--- src/shared/fcrs_pkg.sv ---
package fcrs_pkg;
  localparam int unsigned FCRS_AW = 16;
  localparam int unsigned FCRS_DW = 8;
  localparam int unsigned FCRS_NLINES = 256;
  localparam int unsigned FCRS_CODEW = 8;

  // opcode assignments of this sequencer
  localparam logic [7:0] FCRS_OP_CALL = 8'hCD;
  localparam logic [7:0] FCRS_OP_RET = 8'hC9;
  localparam logic [7:0] FCRS_OP_JMP = 8'hC3;
  // two-byte class: top bits 00, low bits 110
  localparam logic [1:0] FCRS_IMM_TOP = 2'h0;
  localparam logic [2:0] FCRS_IMM_LOW = 3'h6;

  localparam logic [15:0] FCRS_PC_RESET = 16'h0000;
  localparam logic [15:0] FCRS_SP_RESET = 16'h0000;
  localparam logic [15:0] FCRS_ADDR_STEP = 16'h0001;
  localparam logic [15:0] FCRS_RA_BYTES = 16'h0002;

  localparam logic [1:0] FCRS_LEN_1 = 2'h1;
  localparam logic [1:0] FCRS_LEN_2 = 2'h2;
  localparam logic [1:0] FCRS_LEN_3 = 2'h3;
  localparam logic [1:0] FCRS_CNT_ZERO = 2'h0;
  localparam logic [1:0] FCRS_CNT_STEP = 2'h1;

  typedef enum logic [2:0] {
    FCRS_PH_FETCH_REQ = 3'b000,
    FCRS_PH_FETCH_WAIT = 3'b001,
    FCRS_PH_EXEC = 3'b010,
    FCRS_PH_PUSH_HI = 3'b011,
    FCRS_PH_PUSH_LO = 3'b100,
    FCRS_PH_POP_LO = 3'b101,
    FCRS_PH_POP_HI = 3'b110
  } fcrs_phase_t;

  typedef struct packed {
    fcrs_phase_t phase;
    logic [15:0] pc;
    logic [15:0] sp;
    logic [7:0] ir;
    logic [15:0] opnd;
    logic [7:0] pop_lo;
    logic [1:0] cnt;
    logic [1:0] len;
    logic [15:0] mem_addr;
    logic mem_rd;
    logic mem_wr;
    logic [7:0] mem_wdata;
    logic exec;
    logic [FCRS_NLINES-1:0] action;
  } fcrs_state_t;

  function automatic logic [1:0] fcrs_instr_len(input logic [7:0] op);
    logic [1:0] len;
    len = FCRS_LEN_1;
    if (op == FCRS_OP_CALL || op == FCRS_OP_JMP) begin
      len = FCRS_LEN_3;
    end else if (op[7:6] == FCRS_IMM_TOP && op[2:0] == FCRS_IMM_LOW) begin
      len = FCRS_LEN_2;
    end
    return len;
  endfunction : fcrs_instr_len
endpackage : fcrs_pkg

--- src/shared/fcrs_dec_if.sv ---
interface fcrs_dec_if;
  logic [fcrs_pkg::FCRS_CODEW-1:0] code;
  logic [fcrs_pkg::FCRS_NLINES-1:0] lines;
  modport dec (input code, output lines);
  modport ctl (output code, input lines);
endinterface : fcrs_dec_if

--- src/rtl/fcrs_decoder.sv ---
module fcrs_decoder (
  fcrs_dec_if.dec bus
);
  import fcrs_pkg::*;

  // one line per opcode value, exactly one high
  genvar g;
  generate
    for (g = 0; g < FCRS_NLINES; g++) begin : g_line
      assign bus.lines[g] = (bus.code == FCRS_CODEW'(g));
    end
  endgenerate
endmodule : fcrs_decoder

--- src/rtl/fcrs_sequencer.sv ---
// Summary of operation
// - A call advances the program counter past itself and pushes that return address before any new fetch.
// - After the push, the program counter takes the call's target so the next fetch is the subroutine.
// - A return reloads the program counter from the top of the stack.
// - A return has no operand bytes; its destination comes only from the stack.
// - Calls nest as deep as the stack memory allows, one return address per level.
// - The stack lives in memory and the pointer always holds the address of the latest stored entry.
// - Memory is byte addressed, eight bits per location, wider values take whole bytes.
// - Every operation has a unique eight-bit code, up to 256 of them.
// - A fetch first drives the program counter as address, then captures the returned byte.
// - The program counter advances by one for every instruction byte fetched.
// - The opcode is decoded to one of 256 lines, gated by the execute pulse.
// - Instructions with operands take two or three fetches from increasing adjacent addresses.
// - Only the first byte goes to the instruction register; operand bytes go to holding storage.
// - Execution starts only after all bytes of the instruction are fetched.
// - While ready is low the current access is held in wait states and resumes when it rises.
module fcrs_sequencer #(
  parameter logic [15:0] PC_RESET = fcrs_pkg::FCRS_PC_RESET,
  parameter logic [15:0] SP_RESET = fcrs_pkg::FCRS_SP_RESET
) (
  input wire logic i_clk_sys,
  input wire logic i_rstn,
  input wire logic i_ce,
  input wire logic i_ready,
  input wire logic [fcrs_pkg::FCRS_DW-1:0] i_mem_rdata,
  output logic [fcrs_pkg::FCRS_AW-1:0] o_mem_addr,
  output logic o_mem_rd,
  output logic o_mem_wr,
  output logic [fcrs_pkg::FCRS_DW-1:0] o_mem_wdata,
  output logic [fcrs_pkg::FCRS_CODEW-1:0] o_ir,
  output logic [fcrs_pkg::FCRS_AW-1:0] o_pc,
  output logic [fcrs_pkg::FCRS_AW-1:0] o_sp,
  output logic [fcrs_pkg::FCRS_AW-1:0] o_operand,
  output logic o_exec,
  output logic [fcrs_pkg::FCRS_NLINES-1:0] o_action
);
  import fcrs_pkg::*;

  localparam fcrs_state_t ST_RESET = '{
    phase: FCRS_PH_FETCH_REQ,
    pc: PC_RESET,
    sp: SP_RESET,
    ir: '0,
    opnd: '0,
    pop_lo: '0,
    cnt: FCRS_CNT_ZERO,
    len: FCRS_LEN_1,
    mem_addr: '0,
    mem_rd: 1'b0,
    mem_wr: 1'b0,
    mem_wdata: '0,
    exec: 1'b0,
    action: '0
  };

  fcrs_state_t st;
  fcrs_state_t next_st;

  fcrs_dec_if u_dec_if ();

  assign u_dec_if.code = st.ir;

  fcrs_decoder u_decoder (
    .bus(u_dec_if.dec)
  );

  always_comb begin
    next_st = st;
    next_st.exec = 1'b0;
    next_st.action = '0;
    unique case (st.phase)
      FCRS_PH_FETCH_REQ: begin
        next_st.mem_addr = st.pc;
        next_st.mem_rd = 1'b1;
        next_st.phase = FCRS_PH_FETCH_WAIT;
      end
      FCRS_PH_FETCH_WAIT: begin
        // slow memory stretches this state by holding ready low
        if (i_ready) begin
          next_st.mem_rd = 1'b0;
          next_st.pc = st.pc + FCRS_ADDR_STEP;
          if (st.cnt == FCRS_CNT_ZERO) begin
            next_st.ir = i_mem_rdata;
            next_st.len = fcrs_instr_len(i_mem_rdata);
          end else if (st.cnt == FCRS_CNT_STEP) begin
            next_st.opnd[7:0] = i_mem_rdata;
          end else begin
            next_st.opnd[15:8] = i_mem_rdata;
          end
          next_st.cnt = st.cnt + FCRS_CNT_STEP;
          // execute only once the whole instruction is in
          if (next_st.cnt == next_st.len) begin
            next_st.phase = FCRS_PH_EXEC;
          end else begin
            next_st.phase = FCRS_PH_FETCH_REQ;
          end
        end
      end
      FCRS_PH_EXEC: begin
        next_st.exec = 1'b1;
        next_st.action = u_dec_if.lines;
        next_st.cnt = FCRS_CNT_ZERO;
        next_st.phase = FCRS_PH_FETCH_REQ;
        if (st.ir == FCRS_OP_CALL) begin
          // pc already points past the call: that is the return address
          next_st.mem_addr = st.sp - FCRS_ADDR_STEP;
          next_st.mem_wdata = st.pc[15:8];
          next_st.mem_wr = 1'b1;
          next_st.phase = FCRS_PH_PUSH_HI;
        end else if (st.ir == FCRS_OP_RET) begin
          next_st.mem_addr = st.sp;
          next_st.mem_rd = 1'b1;
          next_st.phase = FCRS_PH_POP_LO;
        end else if (st.ir == FCRS_OP_JMP) begin
          next_st.pc = st.opnd;
        end
      end
      FCRS_PH_PUSH_HI: begin
        if (i_ready) begin
          next_st.mem_addr = st.sp - FCRS_RA_BYTES;
          next_st.mem_wdata = st.pc[7:0];
          next_st.phase = FCRS_PH_PUSH_LO;
        end
      end
      FCRS_PH_PUSH_LO: begin
        if (i_ready) begin
          next_st.mem_wr = 1'b0;
          // stack grows down, so nesting is bounded only by memory
          next_st.sp = st.sp - FCRS_RA_BYTES;
          next_st.pc = st.opnd;
          next_st.phase = FCRS_PH_FETCH_REQ;
        end
      end
      FCRS_PH_POP_LO: begin
        if (i_ready) begin
          next_st.pop_lo = i_mem_rdata;
          next_st.mem_addr = st.sp + FCRS_ADDR_STEP;
          next_st.phase = FCRS_PH_POP_HI;
        end
      end
      FCRS_PH_POP_HI: begin
        if (i_ready) begin
          next_st.mem_rd = 1'b0;
          next_st.pc = {i_mem_rdata, st.pop_lo};
          next_st.sp = st.sp + FCRS_RA_BYTES;
          next_st.phase = FCRS_PH_FETCH_REQ;
        end
      end
      default: begin
        // unused code 3'b111: drop any strobe and refetch
        next_st.mem_rd = 1'b0;
        next_st.mem_wr = 1'b0;
        next_st.phase = FCRS_PH_FETCH_REQ;
      end
    endcase
  end

  always_ff @(posedge i_clk_sys) begin
    if (!i_rstn) begin
      st <= ST_RESET;
    end else if (i_ce) begin
      st <= next_st;
    end
  end

  assign o_mem_addr = st.mem_addr;
  assign o_mem_rd = st.mem_rd;
  assign o_mem_wr = st.mem_wr;
  assign o_mem_wdata = st.mem_wdata;
  assign o_ir = st.ir;
  assign o_pc = st.pc;
  assign o_sp = st.sp;
  assign o_operand = st.opnd;
  assign o_exec = st.exec;
  assign o_action = st.action;
endmodule : fcrs_sequencer

--- config.mk ---
export PLATFORM = sky130hd
export DESIGN_NAME = fcrs_sequencer
export DESIGN_NICKNAME = d
export VERILOG_FILES = /design/src/shared/fcrs_pkg.sv /design/src/shared/fcrs_dec_if.sv /design/src/rtl/fcrs_decoder.sv /design/src/rtl/fcrs_sequencer.sv
export SDC_FILE = /design/constraint.sdc
export NUM_CORES = 1
export LEC_CHECK = 0
export BUFFER_PORTS_ARGS = -buffer_cell sky130_fd_sc_hd__buf_4
export CORE_MARGIN = 2
export CORE_UTILIZATION = 52
export DETAILED_ROUTE_END_ITERATION = 12
export PLACE_DENSITY = 0.78
export SETUP_SLACK_MARGIN = 0.4
export SLEW_MARGIN = 20
export SYNTH_ARGS = -nofsm -noshare
export SYNTH_HDL_FRONTEND = slang
export SYNTH_HIERARCHICAL = 1
export SYNTH_SLANG_ARGS = --single-unit
--- constraint.sdc ---
create_clock -name i_clk_sys -period 2.32 [get_ports i_clk_sys]
set_input_delay 0.464 -clock i_clk_sys [delete_from_list [all_inputs] [get_ports i_clk_sys]]
set_output_delay 0.464 -clock i_clk_sys [all_outputs]
set_load 0.005 [all_outputs]
==> flow_summary_export.csv, run 1 <==
group,metric,value,unit
placement,place_inst,2935,
worst_setup_path,crit_required,2.77,ns
die,initial_core_util,0.524,
placement,post-dp-hpwl,37800,um
clock_network,clock-sinks,353,
routing,drc,0,
worst_setup_path,worst_setup_path_start_kind,"flip-flop",
die,chipWidth,201,um
routing,top_layer_used,"met4",
worst_setup_path,end_kind,"flip-flop",
routing,drt_pre_antenna_iters,8,
routing,route.met3.wl,5390,um
routing,detail_route.iter0.violations,1514,
routing,viasPerCell,5.73,
die,design.core.area,38600,um2
clock_network,htree_levels,2,
die,die_area,40500,um2
worst_setup_path,crit_path_top_delay_cell,"or4_4",
final_layout,drive_gt1_frac,0.268,
sta,slew-limit-headroom,0.365,
die,dieHeight,201,um
final_layout,final_common_cell,"buf_4",
placement,dp_slack,0.148,ns
grt,antenna_found_initial,0,
synthesis,synth_seq_cells,353,
routing,routed_wl,62100,um
worst_setup_path,crit_path_max_incr_delay,0.47,ns
synthesis,ys.flop_type,"dfxtp_1",
sta,tightest_slew,0.951,ns
min_path,min_path_type,"in -> reg",
worst_setup_path,crit_type,"reg -> reg",
worst_setup_path,cp_max_fo,4,
pwr,irDropWorstVdd,543,uV
final_layout,nFillCells,3287,
grt,grt_pass1_wl,90000,um
routing,postRouteAntennaNets,0,
sta,whs,0.233,ns
die,rows,72,
synthesis,yosysTopAreaCellShare,0.349,
clock_network,cts_tree,"yes",
routing,wl_per_cell,20.3,um
worst_setup_path,path_cells,"or3b_4 > or4_4 > buf_4 > buf_6 > buf_4 > o211ai_1 > a221oi_2 > o21a_1",
clock_network,clk_latency,0.56,ns
routing,vias,17500,
synthesis,synth_area_leader_cell,"dfxtp_1",
synthesis,avgSynthCellArea,8.00,um2
grt,overflow,0,
final_layout,layout.nets,2524,
final_layout,fin_area,23300,um2
routing,wl_met2,28100,um
final_layout,final_cell_mix,"buf_4, dfxtp_1, nand3_1",
sta,finalMaxSlewViolations,0,
worst_setup_path,crit_family,"simple AND/OR/NAND/NOR gates",
sta,fmax,459,MHz
run,cap_viol_max_count,0,
pwr,p_leak,8.57,nW
pwr,power.density,572,nW/um2
synthesis,synth_seq_area_share,0.349,
placement,post_dp_cell_area,21000,um2
synthesis,yosysUniqueCellTypes,79,
sta,final_hold_viol_count,0,
worst_setup_path,crit_buf_inv,3,
clock_network,cts_buffers,40,
sta,period_share,0.940,
grt,grt_max_degree,138,
sta,fin_crit,2.18,ns
synthesis,synth_nets,2544,
grt,first_global_vias,15600,
final_layout,layout-area-overhead-vs-synth,15.0,%
final_layout,multiInputGateArea,9930,um2
synthesis,syn-cell-area,20200,um2
synthesis,ys_top_cells_by_area,"dfxtp_1, buf_4, a21boi_0",
die,io_pins,351,
synthesis,async_reset_ff_frac,0,
placement,gp_congestion,0.922,
sta,setup_viol,0,
routing,wl_met1,26100,um
sta,rsz0062_at_grt,"true",
clock_network,clock_path_buffers,3,
sta,fin_worst_skew,0.0116,ns
final_layout,final_cells,3054,
final_layout,ff_latch_area,7100,um2
synthesis,synth_edf_count,0,
synthesis,netlist_instances,2527,
placement,portBuffers,349,
synthesis,yosysWarnings,6,
clock_network,cts_root_buf,"clkbuf_16",
worst_setup_path,path_common_cell,"buf_4",
grt,grtUsageTotal,0.277,
clock_network,clkTransAtPathRegs,0.06,ns
worst_setup_path,cp.arrival,2.63,ns
outcome,status,"finished, final reports clean",
sta,fin_setup_tns,0,ns
final_layout,antenna_cells,0,
sta,finalWorstSetupSlack,0.140,ns
clock_network,cts_hold_buf,0,
-- synth_stat cells (10+ instances only) --
master / number
a21boi_0: 277
a21oi_1: 42
a22oi_1: 11
and2_1: 11
buf_2: 32
buf_4: 337
buf_6: 11
clkbuf_1: 176
dfxtp_1: 353
inv_1: 12
mux2i_1: 33
nand2_1: 88
nand2b_1: 262
nand3_1: 287
nand4_1: 11
nand4bb_1: 13
nor2_1: 271
nor2_2: 12
nor2_4: 10
nor2b_1: 29
nor3_1: 10
o211a_1: 13
o211ai_1: 10
o21ai_0: 53
-- final cells by class --
type | instances | area share
Timing Repair Buffer | 508 | 0.183
Inverter | 13 | 0.00210
Multi-Input combinational cell | 1591 | 0.427
Sequential cell | 353 | 0.305
Clock inverter | 16 | 0.00554
Tap cell | 518 | 0.0279
Clock buffer | 55 | 0.0494
-- flip-flops by register name (all words and copies together) (netlist names) --
| signal | flops |
|---|---|
| o_exec | 1 |
| o_mem_wr | 1 |
| o_operand | 16 |
| o_ir | 8 |
| o_sp | 15 |
| st | 15 |
| o_mem_wdata | 8 |
| o_mem_rd | 1 |
| o_pc | 16 |
| o_mem_addr | 16 |
| o_action | 256 |
-- tightest hold or removal path, cell delays in order --
cell and delay, ns:
buf_4 0.15, nand2_1 0.06, a21boi_0 0.07
-- power breakdown --
part	total (mW)	switching [mW]	internal (mW)	leakage (nW)
clock network	6.23	2.63	3.59	0.632
logic	0.966	0.564	0.402	5.09
registers	6.11	0.0271	6.08	2.85
-- stage by stage --
step / utilization / power (mW)
3_5_place_dp: 0.544 / 7.06
6_report: 0.603 / 13.3
4_1_cts: 0.583 / 13.3
5_1_grt: 0.603 / 13.7
2_1_floorplan: - / 6.84
3_3_place_gp: 0.544 / 7.05
-- logic make-up after synthesis --
| kind of cell | synth area share |
|---|---|
| AO/OA/AOI/OAI | 0.170 |
| XOR/XNOR | 0.00476 |
| adder cells (fa/ha/maj) | 0.00309 |
| buffers and inverters | 0.178 |
| flip-flops | 0.349 |
| multiplexers | 0.0169 |
| other | 0.000185 |
| AND/OR/NAND/NOR | 0.277 |
-- per-layer routing --
layer,GRT usage,vias to the layer above
met5,0,-
met4,0.118,0
met3,0.0476,163
met2,0.435,855
met1,0.377,8327
li1,-,8145
-- final timing paths --
check	to	depth (start not counted)	slack, ns	startpoint
worst max-delay path	o_mem_rd$_SDFFE_PN0P_	8	0.14	o_ir[4]$_SDFFE_PN0P_
worst min-delay path	st[288]$_SDFFE_PN0P_	3	0.23	i_mem_rdata[1]
worst max register to register	o_mem_rd$_SDFFE_PN0P_	8	0.14	o_ir[4]$_SDFFE_PN0P_
worst min register to register	st[283]$_SDFFE_PN1P_	2	0.47	st[283]$_SDFFE_PN1P_
-- repair_timing --
item	in CTS	in global routing
resized for setup	35	99
setup buffers	8	30
pin swaps	3	18
setup endpoints to repair	276	289
gates cloned	1	9
Power figures use the tool's default switching activity.
==> inputs of run 2 (changes only) <==
--- a/config.mk
+++ b/config.mk
@@ -9,6 +9,7 @@
 export CORE_MARGIN = 2
 export CORE_UTILIZATION = 52
 export DETAILED_ROUTE_END_ITERATION = 12
+export MAX_ROUTING_LAYER = met4
 export PLACE_DENSITY = 0.78
 export SETUP_SLACK_MARGIN = 0.4
 export SLEW_MARGIN = 20
==> run 2 against run 1 <==
Clock skew increased by 0.0086 ns. Clock-buffer cell count increased by 2. Worst hold slack got worse by 0.0069 ns. Fmax grew 1.2%. Final area decreased by 0.76%. Critical path depth decreased by 1. Register-to-register slack better by 0.03 ns. Non-clock buffer count down 15. Sequential cell count is the same. Combinational power is 0.9% lower. Largest power group unchanged.
==> flow_summary_export.csv, run 2 (synthesized netlist as in run 1, its figures left out) <==
group,metric,value,unit
outcome,status,"finished, final reports clean",
clock_network,clock-sinks,353,
clock_network,clkTransAtPathRegs,0.07,ns
clock_network,cts_root_buf,"clkbuf_16",
sta,finalMaxSlewViolations,0,
clock_network,clock_path_buffers,3,
clock_network,clk_latency,0.56,ns
grt,antenna_found_initial,0,
final_layout,layout-area-overhead-vs-synth,14.1,%
grt,first_global_vias,15800,
worst_setup_path,end_kind,"flip-flop",
placement,portBuffers,349,
pwr,power,13.3,mW
sta,fin_worst_skew,0.0203,ns
pwr,p_leak,8.48,nW
sta,fin_crit,2.15,ns
final_layout,largest_reg_flops,256,
worst_setup_path,crit_buf_inv,1,
routing,top_layer_used,"met4",
sta,rsz0062_at_grt,"true",
routing,drc,0,
die,initial_core_util,0.524,
sta,fmax,464,MHz
worst_setup_path,cp.arrival,2.64,ns
routing,drt_pre_antenna_iters,6,
routing,viasPerCell,5.74,
final_layout,antenna_cells,0,
die,die_area,40500,um2
sta,slew-limit-headroom,0.559,
grt,grt_pass1_wl,90100,um
routing,wl_met1,26600,um
sta,tightest_slew,0.661,ns
die,design.core.area,38600,um2
final_layout,layout.nets,2509,
final_layout,nFillCells,3325,
worst_setup_path,crit_path_max_incr_delay,0.45,ns
sta,period_share,0.929,
clock_network,htree_levels,2,
routing,postRouteAntennaNets,0,
worst_setup_path,worst_setup_path_start_kind,"flip-flop",
pwr,power.density,577,nW/um2
die,dieHeight,201,um
die,chipWidth,201,um
routing,routed_wl,62100,um
grt,overflow,0,
worst_setup_path,crit_path_top_delay_cell,"or4_4",
placement,post-dp-hpwl,37500,um
routing,route.met3.wl,5030,um
run,cap_viol_max_count,0,
die,rows,72,
worst_setup_path,path_cells,"or3b_4 > or4_4 > a221oi_4 > and2_4 > buf_12 > nand3_1 > o221ai_2",
final_layout,final_cell_mix,"buf_4, dfxtp_1, nand3_1",
placement,gp_congestion,0.928,
routing,wl_per_cell,20.5,um
min_path,min_path_type,"in -> reg",
grt,grtUsageTotal,0.288,
clock_network,cts_buffers,39,
routing,wl_met2,27800,um
final_layout,drive_gt1_frac,0.259,
worst_setup_path,crit_family,"simple AND/OR/NAND/NOR gates",
worst_setup_path,cp_max_fo,8,
routing,detail_route.iter0.violations,1427,
sta,setup_viol,0,
final_layout,final_common_cell,"buf_4",
worst_setup_path,crit_type,"reg -> reg",
worst_setup_path,crit_required,2.80,ns
pwr,irDropWorstVdd,515,uV
sta,final_hold_viol_count,0,
grt,grt_max_degree,153,
clock_network,cts_tree,"yes",
clock_network,cts_hold_buf,0,
sta,fin_setup_tns,0,ns
routing,vias,17400,
die,io_pins,351,
-- run 2: cell types whose count changed in the layout (fill, tap and decap cells not counted), sizes merged --
cell / before / now
clkinv: 13 / 6
or4b: 10 / 11
clkinvlp: 2 / 1
bufinv: 1 / 3
inv: 13 / 14
buf: 499 / 486
-- run 2: cell type report --
cell class                      count  area (um2)  area share
Inverter                           13        48.8     0.00211
Tap cell                          518         648      0.0281
Timing Repair Buffer              493        4140       0.179
Multi-Input combinational cell   1592        9890       0.429
Clock inverter                     11         140     0.00607
Sequential cell                   353        7100       0.307
Clock buffer                       57        1110      0.0483
-- run 2: worst min-delay path: stages --
cell	delay, ns
buf_4	0.14
nand2_1	0.07
a21boi_0	0.07
-- run 2: per-layer routing --
layer | up-vias | global-route usage
met2 | 834 | 0.434
li1 | 8117 | -
met4 | 0 | 0.133
met5 | - | -
met3 | 183 | 0.0536
met1 | 8288 | 0.374
-- run 2: power breakdown --
part / switching, mW / internal, mW
clock network: 2.59 / 3.66
registers: 0.0290 / 6.08
logic: 0.564 / 0.393
total: 3.19 / 10.1
-- run 2: timing repair --
action / 4_1_cts / 5_1_grt
resized for setup: 32 / 90
setup endpoints to repair: 321 / 294
cloned: 2 / 9
pin swaps: 3 / 15
setup buffers: 8 / 15
-- run 2: stage by stage --
stage	cell area [um2]	util	hold WS (ns)	setup slack, ns	cells
2_1_floorplan	20300	-	0.434	0.260	2527
3_3_place_gp	21000	0.544	0.458	0.141	2935
3_5_place_dp	21000	0.544	0.460	0.0913	2935
4_1_cts	22500	0.583	0.195	0.194	3013
5_1_grt	23100	0.598	0.233	0.109	3037
6_report	23100	0.598	0.226	0.166	3037
-- run 2: path summary, 6_finish.rpt --
kind / start / to / slack, ns / cells past startpoint
worst min-delay path: i_mem_rdata[0] / o_ir[0]$_SDFFE_PN0P_ / 0.23 / 3
worst max-delay path: o_ir[5]$_SDFFE_PN0P_ / o_mem_addr[8]$_SDFFE_PN0P_ / 0.17 / 7
worst min register to register: o_mem_addr[9]$_SDFFE_PN0P_ / o_mem_addr[9]$_SDFFE_PN0P_ / 0.47 / 2
worst max register to register: o_ir[5]$_SDFFE_PN0P_ / o_mem_addr[8]$_SDFFE_PN0P_ / 0.17 / 7
==> inputs of run 3 (changes only) <==
--- a/config.mk
+++ b/config.mk
@@ -11,6 +11,7 @@
 export DETAILED_ROUTE_END_ITERATION = 12
 export MAX_ROUTING_LAYER = met4
 export PLACE_DENSITY = 0.78
+export RECOVER_POWER = 100
 export SETUP_SLACK_MARGIN = 0.4
 export SLEW_MARGIN = 20
 export SYNTH_ARGS = -nofsm -noshare
==> run 3 against run 2 <==
Worst hold slack better by 0.0071 ns. Global-route usage unchanged. Critical path type unchanged. Final area down 2.5%. First-iteration DRC count down 1.1%.
==> flow_summary_export.csv, run 3 (synthesized netlist as in run 1, its figures left out) <==
group,metric,value,unit
outcome,status,"finished, final reports clean",
worst_setup_path,crit_type,"reg -> reg",
die,chipWidth,201,um
clock_network,cts_buffers,39,
pwr,irDropWorstVdd,507,uV
die,dieHeight,201,um
final_layout,fin_area,22500,um2
sta,finalMaxSlewViolations,0,
placement,gp_congestion,0.928,
final_layout,layout.nets,2509,
clock_network,cts_tree,"yes",
die,die_area,40500,um2
worst_setup_path,r2r_slack,0.11,ns
worst_setup_path,reg2reg_depth,7,
worst_setup_path,crit_required,2.80,ns
final_layout,final_cell_mix,"dfxtp_1, nand3_1, a21boi_0",
worst_setup_path,crit_path_max_incr_delay,0.49,ns
routing,routed_wl,61900,um
final_layout,largest_reg_flops,256,
routing,drt_pre_antenna_iters,6,
worst_setup_path,worst_setup_path_start_kind,"flip-flop",
final_layout,final_cells,3037,
die,design.core.area,38600,um2
grt,grtUsageTotal,0.288,
sta,final_hold_viol_count,0,
min_path,min_path_cells,3,
grt,grt_pass1_wl,90100,um
sta,tightest_slew,0.656,ns
worst_setup_path,cp_max_fo,8,
worst_setup_path,crit_cells,7,
worst_setup_path,crit_buf_inv,1,
sta,whs,0.233,ns
placement,portBuffers,349,
final_layout,drive_gt1_frac,0.223,
worst_setup_path,cp.arrival,2.70,ns
worst_setup_path,crit_family,"simple AND/OR/NAND/NOR gates",
placement,place_inst,2935,
routing,drc,0,
routing,vias,17400,
routing,postRouteAntennaNets,0,
sta,setup_viol,0,
placement,post-dp-hpwl,37500,um
worst_setup_path,crit_path_top_delay_cell,"or4_1",
clock_network,clock-sinks,353,
clock_network,clk_latency,0.56,ns
routing,wl_per_cell,20.4,um
pwr,power.density,591,nW/um2
routing,viasPerCell,5.74,
die,rows,72,
grt,first_global_vias,15800,
grt,overflow,0,
final_layout,final_common_cell,"dfxtp_1",
sta,rsz0062_at_grt,"true",
sta,slew-limit-headroom,0.562,
sta,fin_setup_tns,0,ns
pwr,p_leak,7.92,nW
placement,post_dp_cell_area,21000,um2
clock_network,clkTransAtPathRegs,0.07,ns
final_layout,layout-area-overhead-vs-synth,11.3,%
min_path,min_path_type,"in -> reg",
die,io_pins,351,
final_layout,antenna_cells,0,
run,cap_viol_max_count,0,
clock_network,clock_path_buffers,3,
die,initial_core_util,0.524,
grt,grt_max_degree,153,
sta,finalWorstSetupSlack,0.106,ns
placement,dp_slack,0.0913,ns
clock_network,cts_root_buf,"clkbuf_16",
routing,detail_route.iter0.violations,1412,
sta,period_share,0.954,
worst_setup_path,path_cells,"or3b_4 > or4_1 > a221oi_4 > and2_4 > buf_12 > nand3_1 > o221ai_2",
sta,fin_worst_skew,0.0199,ns
grt,antenna_found_initial,0,
clock_network,htree_levels,2,
worst_setup_path,end_kind,"flip-flop",
sta,fin_crit,2.21,ns
sta,fmax,452,MHz
run 3: final cells by class:
cell class	count	area [um2]
inverters	13	48.8
repair buffers	493	3640
clock buffers	57	1110
fillers	3443	16100
well taps	518	648
multi-input cells	1592	9830
clock inverters	11	140
flip-flops and latches	353	7090
run 3: repair_timing:
item	in CTS	in global routing
buffers inserted	8	15
setup endpoints to repair	321	294
hold buffers	0	0
gates resized for setup	32	90
cloned	2	9
pin swaps	3	15
run 3: final timing paths:
check	from	endpoint
worst min register to register	st[283]$_SDFFE_PN1P_	st[283]$_SDFFE_PN1P_
worst min-delay path	i_mem_rdata[0]	o_ir[0]$_SDFFE_PN0P_
worst max-delay path	o_ir[5]$_SDFFE_PN0P_	o_mem_addr[8]$_SDFFE_PN0P_
worst max register to register	o_ir[5]$_SDFFE_PN0P_	o_mem_addr[8]$_SDFFE_PN0P_
run 3: metal layers:
layer / up-vias / wire length [um] / global-route usage
met2: 838 / 27600 / 0.434
li1: 8106 / - / -
met1: 8310 / 26300 / 0.374
met5: - / 0 / -
met3: 189 / 5140 / 0.0536
met4: 0 / 2830 / 0.133
run 3: power by group:
group	leakage [nW]	total (mW)	switching [mW]	internal [mW]
clock network	0.615	6.27	2.61	3.66
registers	2.85	6.11	0.0284	6.08
logic	4.46	0.919	0.557	0.362
total	7.92	13.3	3.19	10.1
run 3: worst min-delay path, stage by stage:
cell and delay [ns]:
buf_4 0.14, nand2_1 0.07, a21boi_0 0.07
run 3: metrics by stage:
step / util / total power, mW
after floorplan: - / 6.84
after global placement: 0.544 / 7.05
after detailed placement: 0.544 / 7.06
after CTS: 0.583 / 13.3
after global routing: 0.584 / 13.7
final: 0.584 / 13.3
